$ cat src/logic/rtc_pkg.sv
package rtc_pkg;
	// ----------------------------------------
	// bus geometry
	// ----------------------------------------
	localparam int ADDR_W = 8;
	localparam int DATA_W = 32;

	// register indices, byte address is four times the index
	localparam logic [ADDR_W-1:0] IDX_CONTROL = 8'h00;
	localparam logic [ADDR_W-1:0] IDX_READ_REQUEST = 8'h02;
	localparam logic [ADDR_W-1:0] IDX_EVENT_CONTROL = 8'h04;
	localparam logic [ADDR_W-1:0] IDX_IRQ_ENABLE_CLEAR = 8'h06;
	localparam logic [ADDR_W-1:0] IDX_IRQ_ENABLE_SET = 8'h07;
	localparam logic [ADDR_W-1:0] IDX_IRQ_FLAGS = 8'h08;
	localparam logic [ADDR_W-1:0] IDX_SYNC_STATUS = 8'h0a;
	localparam logic [ADDR_W-1:0] IDX_DEBUG_CONTROL = 8'h0b;
	localparam logic [ADDR_W-1:0] IDX_FREQUENCY_TRIM = 8'h0c;
	localparam logic [ADDR_W-1:0] IDX_CALENDAR_VALUE = 8'h10;
	localparam logic [ADDR_W-1:0] IDX_ALARM_ZERO_VALUE = 8'h18;

	localparam logic [ADDR_W-1:0] ADDR_CONTROL = IDX_CONTROL << 2;
	localparam logic [ADDR_W-1:0] ADDR_READ_REQUEST = IDX_READ_REQUEST << 2;
	localparam logic [ADDR_W-1:0] ADDR_EVENT_CONTROL = IDX_EVENT_CONTROL << 2;
	localparam logic [ADDR_W-1:0] ADDR_IRQ_ENABLE_CLEAR = IDX_IRQ_ENABLE_CLEAR << 2;
	localparam logic [ADDR_W-1:0] ADDR_IRQ_ENABLE_SET = IDX_IRQ_ENABLE_SET << 2;
	localparam logic [ADDR_W-1:0] ADDR_IRQ_FLAGS = IDX_IRQ_FLAGS << 2;
	localparam logic [ADDR_W-1:0] ADDR_SYNC_STATUS = IDX_SYNC_STATUS << 2;
	localparam logic [ADDR_W-1:0] ADDR_DEBUG_CONTROL = IDX_DEBUG_CONTROL << 2;
	localparam logic [ADDR_W-1:0] ADDR_FREQUENCY_TRIM = IDX_FREQUENCY_TRIM << 2;
	localparam logic [ADDR_W-1:0] ADDR_CALENDAR_VALUE = IDX_CALENDAR_VALUE << 2;
	localparam logic [ADDR_W-1:0] ADDR_ALARM_ZERO_VALUE = IDX_ALARM_ZERO_VALUE << 2;

	// ----------------------------------------
	// field positions
	// ----------------------------------------
	localparam int CTL_SOFT_RESET = 0;
	localparam int CTL_ENABLE = 1;
	localparam int CTL_MODE_LO = 2;
	localparam int CTL_HOUR_FORMAT = 6;
	localparam int CTL_CLEAR_ON_MATCH = 7;
	localparam int CTL_PRESC_LO = 8;
	localparam int PRESC_W = 4;
	localparam logic [1:0] MODE_CALENDAR = 2'h2;
	localparam logic [PRESC_W-1:0] PRESC_DIVIDE_BY_MAX = 4'h9;

	localparam int FLG_ALARM_MATCH = 0;
	localparam int FLG_SYNC_DONE = 6;
	localparam int FLG_OVERFLOW = 7;
	localparam int STAT_SYNC_PENDING = 7;
	localparam int DBG_RUN_WHILE_HALTED = 0;
	localparam int EV_ALARM = 8;
	localparam int EV_OVERFLOW = 15;
	localparam int PERIODIC_EV_N = 8;

	// calendar packing from bit 0 upward
	localparam int CAL_SEC_LO = 0;
	localparam int CAL_MIN_LO = 6;
	localparam int CAL_HOUR_LO = 12;
	localparam int CAL_DAY_LO = 17;
	localparam int CAL_MON_LO = 22;
	localparam int CAL_YEAR_LO = 26;
	localparam logic [5:0] SEC_MAX = 6'h3b;
	localparam logic [5:0] MIN_MAX = 6'h3b;
	localparam logic [4:0] HOUR_MAX = 5'h17;
	localparam logic [3:0] MON_MAX = 4'hc;
	localparam logic [4:0] DAYS_LONG = 5'h1f;
	localparam logic [4:0] DAYS_SHORT = 5'h1e;
	localparam logic [4:0] DAYS_FEB_LEAP = 5'h1d;
	localparam logic [4:0] DAYS_FEB = 5'h1c;

	// ----------------------------------------
	// reset values and timing
	// ----------------------------------------
	localparam logic [31:0] CAL_RESET = 32'h0042_0000;
	localparam logic [1:0] SYNC_CORE_EDGES = 2'h2;

	// pending cross-domain update
	typedef enum logic [4:0] {
		SEL_NONE = 5'b00001,
		SEL_CTRL = 5'b00010,
		SEL_CAL = 5'b00100,
		SEL_ALARM = 5'b01000,
		SEL_SRST = 5'b10000
	} sync_sel_type;
endpackage

$ cat src/logic/rtc_prescaler.sv
`timescale 1ns/1ps
module rtc_prescaler #(
	parameter int STAGES = 10
) (
	input wire logic i_mclk,
	input wire logic i_clr,
	input wire logic i_step,
	input wire logic [3:0] i_div_sel,
	output logic o_tick,
	output logic [STAGES-1:0] o_count
);
	logic [STAGES-1:0] count_q;
	logic [STAGES-1:0] mask;

	// free count of core edges while running
	always_ff @(posedge i_mclk) begin
		if (i_clr) begin
			count_q <= '0;
		end else if (i_step) begin
			count_q <= count_q + 1'b1;
		end
	end

	// tick on every 2^n-th step
	always_comb begin
		mask = (STAGES'(1) << i_div_sel) - 1'b1;
		o_tick = i_step & ((count_q & mask) == mask);
		o_count = count_q;
	end
endmodule

$ cat src/logic/rtc_calendar_timer.sv
// Notes on behaviour
// - synchronise writes into the core domain
// - debug halt stops counting by default
// - run_while_halted keeps counting under halt
// - one combined interrupt request output
// - event outputs drive the event router
// - write protect blocks all but flags
// - flags W1C, enable set/clear registers
// - soft reset discards rest of write
// - soft reset and pending read one
// - soft reset ignores enable protection
// - prescaler divides by two to n
// - prescaler written directly, no handshake
// - calendar and alarm share one packing
// - only power-on or soft reset clears
// - keeps running in sleep, irq wakes
`timescale 1ns/1ps
module rtc_calendar_timer (
	input wire logic i_mclk,
	input wire logic i_nrst,
	input wire logic [rtc_pkg::ADDR_W-1:0] i_addr,
	input wire logic [rtc_pkg::DATA_W-1:0] i_wdata,
	input wire logic i_wr,
	input wire logic i_rd,
	output logic [rtc_pkg::DATA_W-1:0] o_rdata,
	input wire logic i_core_timebase_clock,
	input wire logic i_dbg_halt,
	input wire logic i_wr_protect,
	output logic o_irq,
	output logic [rtc_pkg::PERIODIC_EV_N-1:0] o_periodic_evt,
	output logic o_alarm_evt,
	output logic o_overflow_evt
);
	import rtc_pkg::*;

	// ----------------------------------------
	// core timebase synchroniser
	// ----------------------------------------
	logic core_meta_q;
	logic core_sync_q;
	logic core_prev_q;
	logic core_tick;

	// two flops, then edge detect on the second
	always_ff @(posedge i_mclk) begin
		if (!i_nrst) begin
			core_meta_q <= 1'b0;
			core_sync_q <= 1'b0;
			core_prev_q <= 1'b0;
		end else begin
			core_meta_q <= i_core_timebase_clock;
			core_sync_q <= core_meta_q;
			core_prev_q <= core_sync_q;
		end
	end
	// no edges, no counting
	assign core_tick = core_sync_q & ~core_prev_q;

	// ----------------------------------------
	// state and decode
	// ----------------------------------------
	sync_sel_type sel_q;
	logic [1:0] sync_cnt_q;
	logic [DATA_W-1:0] pend_q;
	logic enable_q;
	logic [1:0] mode_q;
	logic hour_format_q;
	logic clear_on_match_q;
	logic [PRESC_W-1:0] presc_q;
	logic [15:0] read_req_q;
	logic [15:0] ev_ctrl_q;
	logic [7:0] irq_en_q;
	logic [7:0] flags_q;
	logic run_while_halted_q;
	logic [7:0] trim_q;
	logic [31:0] cal_q;
	logic [31:0] alarm_q;
	logic busy;
	logic sync_fire;
	logic srst_fire;
	logic clr;
	logic wr_ok;
	logic run;
	logic step;
	logic cnt_tick;
	logic [9:0] presc_count;
	logic [32:0] cal_next;
	logic match;
	logic wrap;
	logic [PERIODIC_EV_N-1:0] per_hit;

	assign busy = (sel_q != SEL_NONE);
	assign sync_fire = busy & core_tick & (sync_cnt_q == SYNC_CORE_EDGES - 2'h1);
	assign srst_fire = sync_fire & (sel_q == SEL_SRST);
	// power-on or soft reset only
	assign clr = ~i_nrst | srst_fire;
	// write protect gate for all but flags
	assign wr_ok = i_wr & ~i_wr_protect;
	// halt stops count unless run_while_halted
	assign run = enable_q & (mode_q == MODE_CALENDAR) & (~i_dbg_halt | run_while_halted_q);
	assign step = core_tick & run;

	// counter tick divider
	rtc_prescaler #(.STAGES(10)) u_prescaler (
		.i_mclk(i_mclk),
		.i_clr(clr),
		.i_step(step),
		.i_div_sel(presc_q),
		.o_tick(cnt_tick),
		.o_count(presc_count)
	);

	// ----------------------------------------
	// calendar arithmetic
	// ----------------------------------------
	// one second step with carries, year wrap as top bit
	function automatic logic [32:0] cal_step(input logic [31:0] v);
		logic [5:0] sec;
		logic [5:0] min;
		logic [4:0] hr;
		logic [4:0] day;
		logic [3:0] mon;
		logic [5:0] yr;
		logic [4:0] dmax;
		logic ovf;
		logic cy_s, cy_m, cy_h, cy_d, cy_o;
		sec = v[CAL_SEC_LO +: 6];
		min = v[CAL_MIN_LO +: 6];
		hr = v[CAL_HOUR_LO +: 5];
		day = v[CAL_DAY_LO +: 5];
		mon = v[CAL_MON_LO +: 4];
		yr = v[CAL_YEAR_LO +: 6];
		case (mon)
			4'h2: dmax = (yr[1:0] == 2'h0) ? DAYS_FEB_LEAP : DAYS_FEB;
			4'h4, 4'h6, 4'h9, 4'hb: dmax = DAYS_SHORT;
			default: dmax = DAYS_LONG;
		endcase
		cy_s = (sec >= SEC_MAX);
		cy_m = cy_s & (min >= MIN_MAX);
		cy_h = cy_m & (hr >= HOUR_MAX);
		cy_d = cy_h & (day >= dmax);
		cy_o = cy_d & (mon >= MON_MAX);
		sec = cy_s ? 6'h00 : sec + 6'h01;
		min = cy_m ? 6'h00 : min + {5'h00, cy_s};
		hr = cy_h ? 5'h00 : hr + {4'h0, cy_m};
		day = cy_d ? 5'h01 : day + {4'h0, cy_h};
		mon = cy_o ? 4'h1 : mon + {3'h0, cy_d};
		{ovf, yr} = {1'b0, yr} + {6'h00, cy_o};
		// shared packing for clock and alarm
		return {ovf, yr, mon, day, hr, min, sec};
	endfunction

	// next value, match and wrap on counter tick
	always_comb begin
		cal_next = cal_step(cal_q);
		match = cnt_tick & (cal_next[31:0] == alarm_q);
		wrap = cnt_tick & cal_next[32];
	end

	// periodic hits from prescaler stages
	for (genvar n = 0; n < PERIODIC_EV_N; n++) begin : g_per
		assign per_hit[n] = step & (&presc_count[n:0]);
	end

	// ----------------------------------------
	// cross-domain write slot
	// ----------------------------------------
	// soft reset accepted even when enabled, rest discarded
	always_ff @(posedge i_mclk) begin
		if (clr) begin
			sel_q <= SEL_NONE;
			sync_cnt_q <= 2'h0;
			pend_q <= '0;
		end else if (wr_ok && i_addr == ADDR_CONTROL && i_wdata[CTL_SOFT_RESET]
			&& sel_q != SEL_SRST) begin
			sel_q <= SEL_SRST;
			sync_cnt_q <= 2'h0;
		end else if (wr_ok && !busy && i_addr == ADDR_CONTROL) begin
			sel_q <= SEL_CTRL;
			sync_cnt_q <= 2'h0;
			pend_q <= i_wdata;
		end else if (wr_ok && !busy && i_addr == ADDR_CALENDAR_VALUE) begin
			sel_q <= SEL_CAL;
			sync_cnt_q <= 2'h0;
			pend_q <= i_wdata;
		end else if (wr_ok && !busy && i_addr == ADDR_ALARM_ZERO_VALUE) begin
			sel_q <= SEL_ALARM;
			sync_cnt_q <= 2'h0;
			pend_q <= i_wdata;
		end else if (sync_fire) begin
			sel_q <= SEL_NONE;
			sync_cnt_q <= 2'h0;
		end else if (busy && core_tick) begin
			sync_cnt_q <= sync_cnt_q + 2'h1;
		end
	end

	// ----------------------------------------
	// control fields
	// ----------------------------------------
	// synchronised fields, mode and options only while disabled
	always_ff @(posedge i_mclk) begin
		if (clr) begin
			enable_q <= 1'b0;
			mode_q <= 2'h0;
			hour_format_q <= 1'b0;
			clear_on_match_q <= 1'b0;
		end else if (sync_fire && sel_q == SEL_CTRL) begin
			enable_q <= pend_q[CTL_ENABLE];
			if (!enable_q) begin
				mode_q <= pend_q[CTL_MODE_LO +: 2];
				hour_format_q <= pend_q[CTL_HOUR_FORMAT];
				clear_on_match_q <= pend_q[CTL_CLEAR_ON_MATCH];
			end
		end
	end

	// prescaler taken at once, no handshake
	always_ff @(posedge i_mclk) begin
		if (clr) begin
			presc_q <= '0;
		end else if (wr_ok && i_addr == ADDR_CONTROL && !i_wdata[CTL_SOFT_RESET]
			&& !busy && !enable_q) begin
			if (i_wdata[CTL_PRESC_LO +: PRESC_W] <= PRESC_DIVIDE_BY_MAX) begin
				presc_q <= i_wdata[CTL_PRESC_LO +: PRESC_W];
			end else begin
				presc_q <= PRESC_DIVIDE_BY_MAX;
			end
		end
	end

	// plain configuration registers
	always_ff @(posedge i_mclk) begin
		if (clr) begin
			read_req_q <= '0;
			ev_ctrl_q <= '0;
			run_while_halted_q <= 1'b0;
			trim_q <= '0;
		end else if (wr_ok) begin
			if (i_addr == ADDR_READ_REQUEST) begin
				read_req_q <= i_wdata[15:0];
			end
			if (i_addr == ADDR_EVENT_CONTROL) begin
				ev_ctrl_q <= i_wdata[15:0];
			end
			if (i_addr == ADDR_DEBUG_CONTROL) begin
				run_while_halted_q <= i_wdata[DBG_RUN_WHILE_HALTED];
			end
			if (i_addr == ADDR_FREQUENCY_TRIM) begin
				trim_q <= i_wdata[7:0];
			end
		end
	end

	// interrupt enables through set and clear views
	always_ff @(posedge i_mclk) begin
		if (clr) begin
			irq_en_q <= '0;
		end else if (wr_ok && i_addr == ADDR_IRQ_ENABLE_SET) begin
			irq_en_q <= irq_en_q | i_wdata[7:0];
		end else if (wr_ok && i_addr == ADDR_IRQ_ENABLE_CLEAR) begin
			irq_en_q <= irq_en_q & ~i_wdata[7:0];
		end
	end

	// ----------------------------------------
	// calendar and alarm
	// ----------------------------------------
	// software update wins over a tick in the same cycle
	always_ff @(posedge i_mclk) begin
		if (clr) begin
			cal_q <= CAL_RESET;
		end else if (sync_fire && sel_q == SEL_CAL) begin
			cal_q <= pend_q;
		end else if (match && clear_on_match_q) begin
			cal_q <= CAL_RESET;
		end else if (cnt_tick) begin
			cal_q <= cal_next[31:0];
		end
	end

	always_ff @(posedge i_mclk) begin
		if (clr) begin
			alarm_q <= CAL_RESET;
		end else if (sync_fire && sel_q == SEL_ALARM) begin
			alarm_q <= pend_q;
		end
	end

	// ----------------------------------------
	// flags and interrupt
	// ----------------------------------------
	// write one clears, a set in the same cycle wins, never protected
	always_ff @(posedge i_mclk) begin
		if (clr) begin
			flags_q <= '0;
		end else begin
			if (i_wr && i_addr == ADDR_IRQ_FLAGS) begin
				flags_q <= flags_q & ~i_wdata[7:0];
			end
			if (match) begin
				flags_q[FLG_ALARM_MATCH] <= 1'b1;
			end
			if (wrap) begin
				flags_q[FLG_OVERFLOW] <= 1'b1;
			end
			if (sync_fire && sel_q != SEL_SRST) begin
				flags_q[FLG_SYNC_DONE] <= 1'b1;
			end
		end
	end

	// one combined request, not gated by sleep
	always_ff @(posedge i_mclk) begin
		if (clr) begin
			o_irq <= 1'b0;
		end else begin
			o_irq <= |(flags_q & irq_en_q);
		end
	end

	// event pulses toward the router
	always_ff @(posedge i_mclk) begin
		if (clr) begin
			o_periodic_evt <= '0;
			o_alarm_evt <= 1'b0;
			o_overflow_evt <= 1'b0;
		end else begin
			o_periodic_evt <= per_hit & ev_ctrl_q[PERIODIC_EV_N-1:0];
			o_alarm_evt <= match & ev_ctrl_q[EV_ALARM];
			o_overflow_evt <= wrap & ev_ctrl_q[EV_OVERFLOW];
		end
	end

	// ----------------------------------------
	// read port
	// ----------------------------------------
	// data only in the cycle after the strobe, unmapped reads zero
	always_ff @(posedge i_mclk) begin
		if (!i_nrst) begin
			o_rdata <= '0;
		end else if (i_rd) begin
			case (i_addr)
				ADDR_CONTROL: o_rdata <= {16'h0000, 4'h0, presc_q, clear_on_match_q,
					hour_format_q, 2'h0, mode_q, enable_q, sel_q == SEL_SRST};
				ADDR_READ_REQUEST: o_rdata <= {16'h0000, read_req_q};
				ADDR_EVENT_CONTROL: o_rdata <= {16'h0000, ev_ctrl_q};
				ADDR_IRQ_ENABLE_CLEAR: o_rdata <= {24'h00_0000, irq_en_q};
				ADDR_IRQ_ENABLE_SET: o_rdata <= {24'h00_0000, irq_en_q};
				ADDR_IRQ_FLAGS: o_rdata <= {24'h00_0000, flags_q};
				ADDR_SYNC_STATUS: o_rdata <= {24'h00_0000, busy, 7'h00};
				ADDR_DEBUG_CONTROL: o_rdata <= {31'h0000_0000, run_while_halted_q};
				ADDR_FREQUENCY_TRIM: o_rdata <= {24'h00_0000, trim_q};
				ADDR_CALENDAR_VALUE: o_rdata <= cal_q;
				ADDR_ALARM_ZERO_VALUE: o_rdata <= alarm_q;
				default: o_rdata <= '0;
			endcase
		end else begin
			o_rdata <= '0;
		end
	end
endmodule

$ cat config.mk
export PLATFORM = sky130hd
export DESIGN_NAME = rtc_calendar_timer
export DESIGN_NICKNAME = d
export VERILOG_FILES = /design/src/logic/rtc_pkg.sv /design/src/logic/rtc_prescaler.sv /design/src/logic/rtc_calendar_timer.sv
export SDC_FILE = /design/constraint.sdc
export NUM_CORES = 1
export LEC_CHECK = 0
export BUFFER_PORTS_ARGS = -buffer_cell sky130_fd_sc_hd__buf_2
export CORE_MARGIN = 1
export CORE_UTILIZATION = 45
export DETAILED_ROUTE_END_ITERATION = 8
export GPL_ROUTABILITY_DRIVEN = 0
export PLACE_DENSITY_LB_ADDON = 0.25
export SYNTH_ARGS = -nofsm -noshare
export SYNTH_HDL_FRONTEND = slang
export SYNTH_SLANG_ARGS = --single-unit
$ cat constraint.sdc
create_clock -name i_mclk -period 6.59 [get_ports i_mclk]
set_input_delay 0.3295 -clock i_mclk [delete_from_list [all_inputs] [get_ports i_mclk]]
set_output_delay 0.3295 -clock i_mclk [all_outputs]
set_load 0.03 [all_outputs]
# Word-level counts from Yosys, hierarchy flattened

Cells that the tools add are included.
Widths: inputs -> output; s select.

Add/subtract/negate cells: 9
Magnitude comparators: 6
Equal/unequal tests: 25
Shift operators: 1
Mux-type cells: 26
Bitwise operators: 40
Reduce and logical (&&, ||, !) cells: 55

Operator list:

| cell                  | count |
|---|---|
| $pmux 32 s10          | 1 |
| $mux 32               | 6 |
| $mux 5                | 7 |
| $and 8x8->8           | 4 |
| $eq 32x32->1          | 1 |
| $eq 8x6->1 const B    | 4 |
| $and 1x1->1           | 25 |
| $eq 8x5->1 const B    | 3 |
| $mux 8                | 3 |
| $logic_and 1x1->1     | 19 |
| $eq 8x7->1 const B    | 2 |
| $reduce_and 2->1      | 8 |
| $ge 6x6->1 const B    | 2 |
| $mux 6                | 2 |
| $add 10x1->10 const B | 1 |
| $add 5x1->5           | 2 |
| $and 10x10->10        | 1 |
| $eq 10x10->1          | 1 |
| $reduce_bool 2->1     | 5 |
| $shl 1x4->10 const A  | 1 |
| $sub 10x1->10 const B | 1 |
| $reduce_bool 3->1     | 3 |
| $eq 4x3->1 const B    | 2 |
| $eq 4x4->1 const B    | 2 |
| other kinds (42)      | 56 |

Flip-flop bits (word level): 225
Output and inout port bits: 43
Word-level logic and storage cells: 193

# Logic depth before layout (Yosys ltp)

Depth in word-level cells: 12
Gate-level depth with buffers: 21

# Modules after synthesis

From an unflattened synthesis, not the netlist that was laid out.

Cells, all modules: 1394
Area, all modules: 10850.4 µm²

By module, submodules not included:

| module             | instances | cells each | area each (µm²) | seq. area each (µm²) |
|---|---|---|---|---|
| rtc_calendar_timer | 1         | 1321       | 10244.8         | 4304.1 |
| rtc_prescaler      | 1         | 73         | 605.6           | 200.2 |

# Least setup slack after synthesis

OpenSTA, ideal clock, no wires.

Path kind: reg2reg
Start point: reg cal_q[0]
End point: reg cal_q[3]
Setup time: 0.134 ns
Arrival time: 4.430 ns
Slack: 2.026 ns
Stages on the path, launching flop included: 18
Path buffers: 0
Period minus slack after synthesis: 4.564 ns
Path through: dfxtp_1 ha_1 o2111ai_4 or3_4 inv_6 nand2_1 or4_1 inv_1 ha_1 nand3_1 or2_2 xnor2_1 a211oi_2 nand3_1 or4b_1 or4_4 o2111ai_2 a211oi_1

Word-level cells in the longest chain between the ends: 11
Elaborated cells between the ends (all ways): 23

Ends and longest elaborated chain:

| what                                       | RTL line                                             | source |
|---|---|---|
| start: declaration                         | rtc_calendar_timer.sv:76                             | `logic [31:0] cal_q;` |
| start signal: assignment                   | rtc_calendar_timer.sv:274                            | `cal_q <= pend_q;` |
| start signal: assignment                   | rtc_calendar_timer.sv:278                            | `cal_q <= cal_next[31:0];` |
| $ge 6x6->1                                 | rtc_calendar_timer.sv:138                            | `cy_s = (sec >= SEC_MAX);` |
| $and 1x1->1                                | rtc_calendar_timer.sv:139                            | `cy_m = cy_s & (min >= MIN_MAX);` |
| $and 1x1->1                                | rtc_calendar_timer.sv:140                            | `cy_h = cy_m & (hr >= HOUR_MAX);` |
| $and 1x1->1                                | rtc_calendar_timer.sv:141                            | `cy_d = cy_h & (day >= dmax);` |
| $and 1x1->1 or $add 4x1->4 (tied branches) | rtc_calendar_timer.sv:142, rtc_calendar_timer.sv:147 |  |
| $add 6x1->7 or $mux 4 (tied branches)      | rtc_calendar_timer.sv:148, rtc_calendar_timer.sv:147 |  |
| $eq 32x32->1                               | rtc_calendar_timer.sv:156                            | `match = cnt_tick & (cal_next[31:0] == alarm_q);` |
| $and 1x1->1                                | rtc_calendar_timer.sv:156                            |  |
| $logic_and 1x1->1                          | rtc_calendar_timer.sv:275                            | `end else if (match && clear_on_match_q) begin` |
| $mux 32                                    | rtc_calendar_timer.sv:275                            |  |
| $mux 32                                    | rtc_calendar_timer.sv:273                            | `end else if (sync_fire && sel_q == SEL_CAL) begin` |

Parallel ways exist; a longest one is shown, timed or not. The select of a mux whose other input is x is not followed.
A chain may end at the register's enable or synchronous reset.

# Worst setup path after layout

Start point: reg cal_q[0]
End point: reg cal_q[25]

The elaborated chain is that of the path after synthesis.

==> results.txt <==
Status -> finished clean
Worst Setup Start Kind -> flop
Slowest CP cell -> or4_1
Cells after Synth -> 1,401
IO Port Bufs -> 89
Hold_sp -> i_wdata[27]
Reg clk slew, reported paths -> 0.07 ns
Most used cell, CP -> ha_1
Number of global-route vias before repair -> 9,703
DP Worst Slack -> 1.09 ns
Post-CTS Setup Bufs -> 0
Pleak -> 0.00461 µW
Buf+Inv Stages, Crit Path -> 3
Slew HR -> 15.5%
Layout area overhead -> 13.0%
Synth unique cells -> 80
Insertion delay to the later sink of the worst-skew pair -> 0.53 ns
HPWL Detailed -> 22,700 µm
CTS-repair resized insts -> 0
Die area -> 0.0250 mm²
Hold buffer count at CTS -> 1
R2r setup slk -> 0.97 ns
Design area -> 0.0124 mm²
First drt pass iteration count -> 5
IR drop worst, VDD -> 0.200 mV
Primary FF master, synth -> dfxtp_1
Ports -> 90
WHS -> 0.0380 ns
Largest net degree at the start of global routing -> 155
Drt drc -> 0
Die Width -> 158 µm
Met1 usage -> 36.2%
Number of flops mapped to enable cells by yosys -> 0
FMAX -> 0.178 GHz
GR Overflow Total -> 0
Synth async-reset ratio -> 0%
Max-Cap Viols -> 0
Worst Reg-to-Reg Cells -> 19
Met2 track demand over resource -> 44.3%
Clock Sinks -> 225
RR Endpoint -> cal_q[25]
Crit path max fanout -> 19
Layout cells sized above 1 -> 11.7%
Core Region -> 0.0237 mm²
Clk Tree Root Cell -> clkbuf_16
Tcrit/Tclk final -> 85.3%
Critical path, cell by cell -> ha_1, o2111ai_4, or3_4, inv_6, nand2_1, or4_1, inv_1, ha_1, ha_1, and2_1, a211o_1, a31o_2, nand2b_1, or4_1, nor4_1, nand4_2, buf_4, a31oi_1, o22ai_1
RSZ-0062 raised after global routing -> no
Met3 usage in global routing -> 3.95%
Setup TNS -> 0 ns
Count of state elements after synthesis -> 225
Worst path top cell family by delay -> simple AND/OR/NAND/NOR gates
Final Hold Fails -> 0
Row cnt -> 56
Total Routing Usage GR -> 26.9%
Worst slew pin tran -> 1.26 ns
Top cells by area, synth -> dfxtp_1 (41%), nand2_1 (9.3%), a21oi_1 (7.7%)
Power density cells -> 224 mW/mm²
DR WL/cell -> 18.8 µm
Crit end category -> flop
Yosys top cell by area -> dfxtp_1
Max clock buf depth -> 3
Area after DPL -> 0.0116 mm²
Initial antenna violation count -> 0
Final net count -> 1,505
Vias -> 10.5k
Final WL -> 33,500 µm
Setup CP Type -> flop to flop
Initial Util -> 46.4%
Final Core Density -> 52.4%
CP arrival -> 6.00 ns
Slowest Stage Delay on Critical Path -> 0.69 ns
Detail-routed via count per cell -> 5.92
Worst Hold Endpoint -> pend_q[27]
Hold WC Path Type -> input port to flop
Synthesized net count -> 1,466
H-tree depth -> 1
Hold Crit Depth -> 3
First-pass GRT wire length -> 52,900 µm
Die height -> 158 µm
ANT nets after route -> 0
Setup violations, final -> 0
CTS tree -> done
Top Usage Layer GRT -> met2
Drt first-iter violations -> 973
Crit path time final -> 5.62 ns
Synth Cell Area -> 0.0110 mm²
Seq/Total Area, Yosys -> 41.0%
Num CTS Buffers -> 25
Setup Skew -> 0.0122 ns
FF-to-FF Start -> cal_q[0]
Ant. Diodes -> 0
Top-area cell type share of the netlist area -> 41.0%
Syn Area/Cell -> 7.84 µm²
Final Slew Violations -> 0
Total number of yosys warnings -> 0
Worst Slack Setup Final -> 0.967 ns
Critical path required time -> 6.97 ns
how the worst max path moves through the flow:
stage,end,startpoint,slack [ns],depth (start not counted)
3_5_place_dp,cal_q[25],cal_q[0],1.09,19
2_1_floorplan,cal_q[3],cal_q[0],2.03,17
6_report,cal_q[25],cal_q[0],0.97,19
3_3_place_gp,cal_q[25],cal_q[0],1.24,19
5_1_grt,cal_q[29],cal_q[0],0.60,18
4_1_cts,cal_q[25],cal_q[0],1.04,19
cell families after synthesis:
group | synth area share [%]
buf+inv | 4.13
simple gates | 26.1
mux | 4.01
flops | 41.0
xor+xnor | 2.95
compound gates | 19.8
fa+ha+maj | 2.05
per-stage QoR:
stage | power (µW) | cells
after floorplan | 1430 | 1401
after global placement | 1470 | 1731
after detailed placement | 1460 | 1731
after CTS | 2790 | 1776
after global routing | 2850 | 1776
final | 2780 | 1776
power by group:
group | total, µW | switching, µW | internal, µW
registers | 1360 | 0.831 | 1360
clock network | 1340 | 567 | 773
logic | 74.2 | 52.9 | 21.3
placed cells by master, fill, tap and decap left out, types with 7 or more instances in the layout:
master,synthesis,final
nand2_1,273,273
dfxtp_1,225,225
a21oi_1,169,168
nor2_1,115,115
buf_2,4,89
o21ai_0,63,63
nand3_1,49,49
mux2i_1,44,44
a22oi_1,29,29
nor3_1,28,27
xnor2_1,25,25
clkbuf_16,0,25
and3_1,22,22
nand4_1,19,19
ha_1,18,18
a31oi_1,16,16
inv_1,15,15
nand2b_1,15,15
buf_4,4,14
nor4_1,15,13
a221oi_1,12,12
xor2_1,12,12
nand3b_1,11,11
and2_1,9,9
or4_1,8,8
o22ai_1,8,8
nor2b_1,7,7
clkbuf_8,0,7
flip-flops by register name, indices dropped and copies added (netlist names), 8 cells and up, named ones only:
name,flops
alarm_q,32
o_rdata,32
ev_ctrl_q,16
read_req_q,16
o_periodic_evt,8
cal_q,32
trim_q,8
flags_q,8
pend_q,32
u_prescaler.o_count,10
final cells by class:
cell class / instances / area, µm²
fill: 2343 / 11300
clock inverter: 7 / 41.3
timing repair buffer: 105 / 581
tap: 319 / 399
multi-input combinational: 1065 / 6070
sequential: 225 / 4500
inverter: 18 / 77.6
clock buffer: 37 / 741
cells in the mapped netlist (15+ instances only):
library cell	instances
xnor2_1	25
a21oi_1	169
dfxtp_1	225
nor4_1	15
clkbuf_1	80
a22oi_1	29
nand2b_1	15
nand2_1	273
nor3_1	28
inv_1	15
nand3_1	49
ha_1	18
nor2_1	115
and3_1	22
nand4_1	19
o21ai_0	63
mux2i_1	44
a31oi_1	16
tightest hold or removal path, cell delays in order:
cell and delay, ns:
buf_2 0.09, nand2_1 0.04, a21oi_1 0.05
layer usage:
| layer | share of wire, % | wire length [µm] |
|---|---|---|
| met5 | 0 | 0 |
| met4 | 2.5 | 851 |
| met3 | 7.1 | 2380 |
| met2 | 46 | 15500 |
| met1 | 44 | 14700 |
No activity file was read; power rests on OpenSTA's default activity.
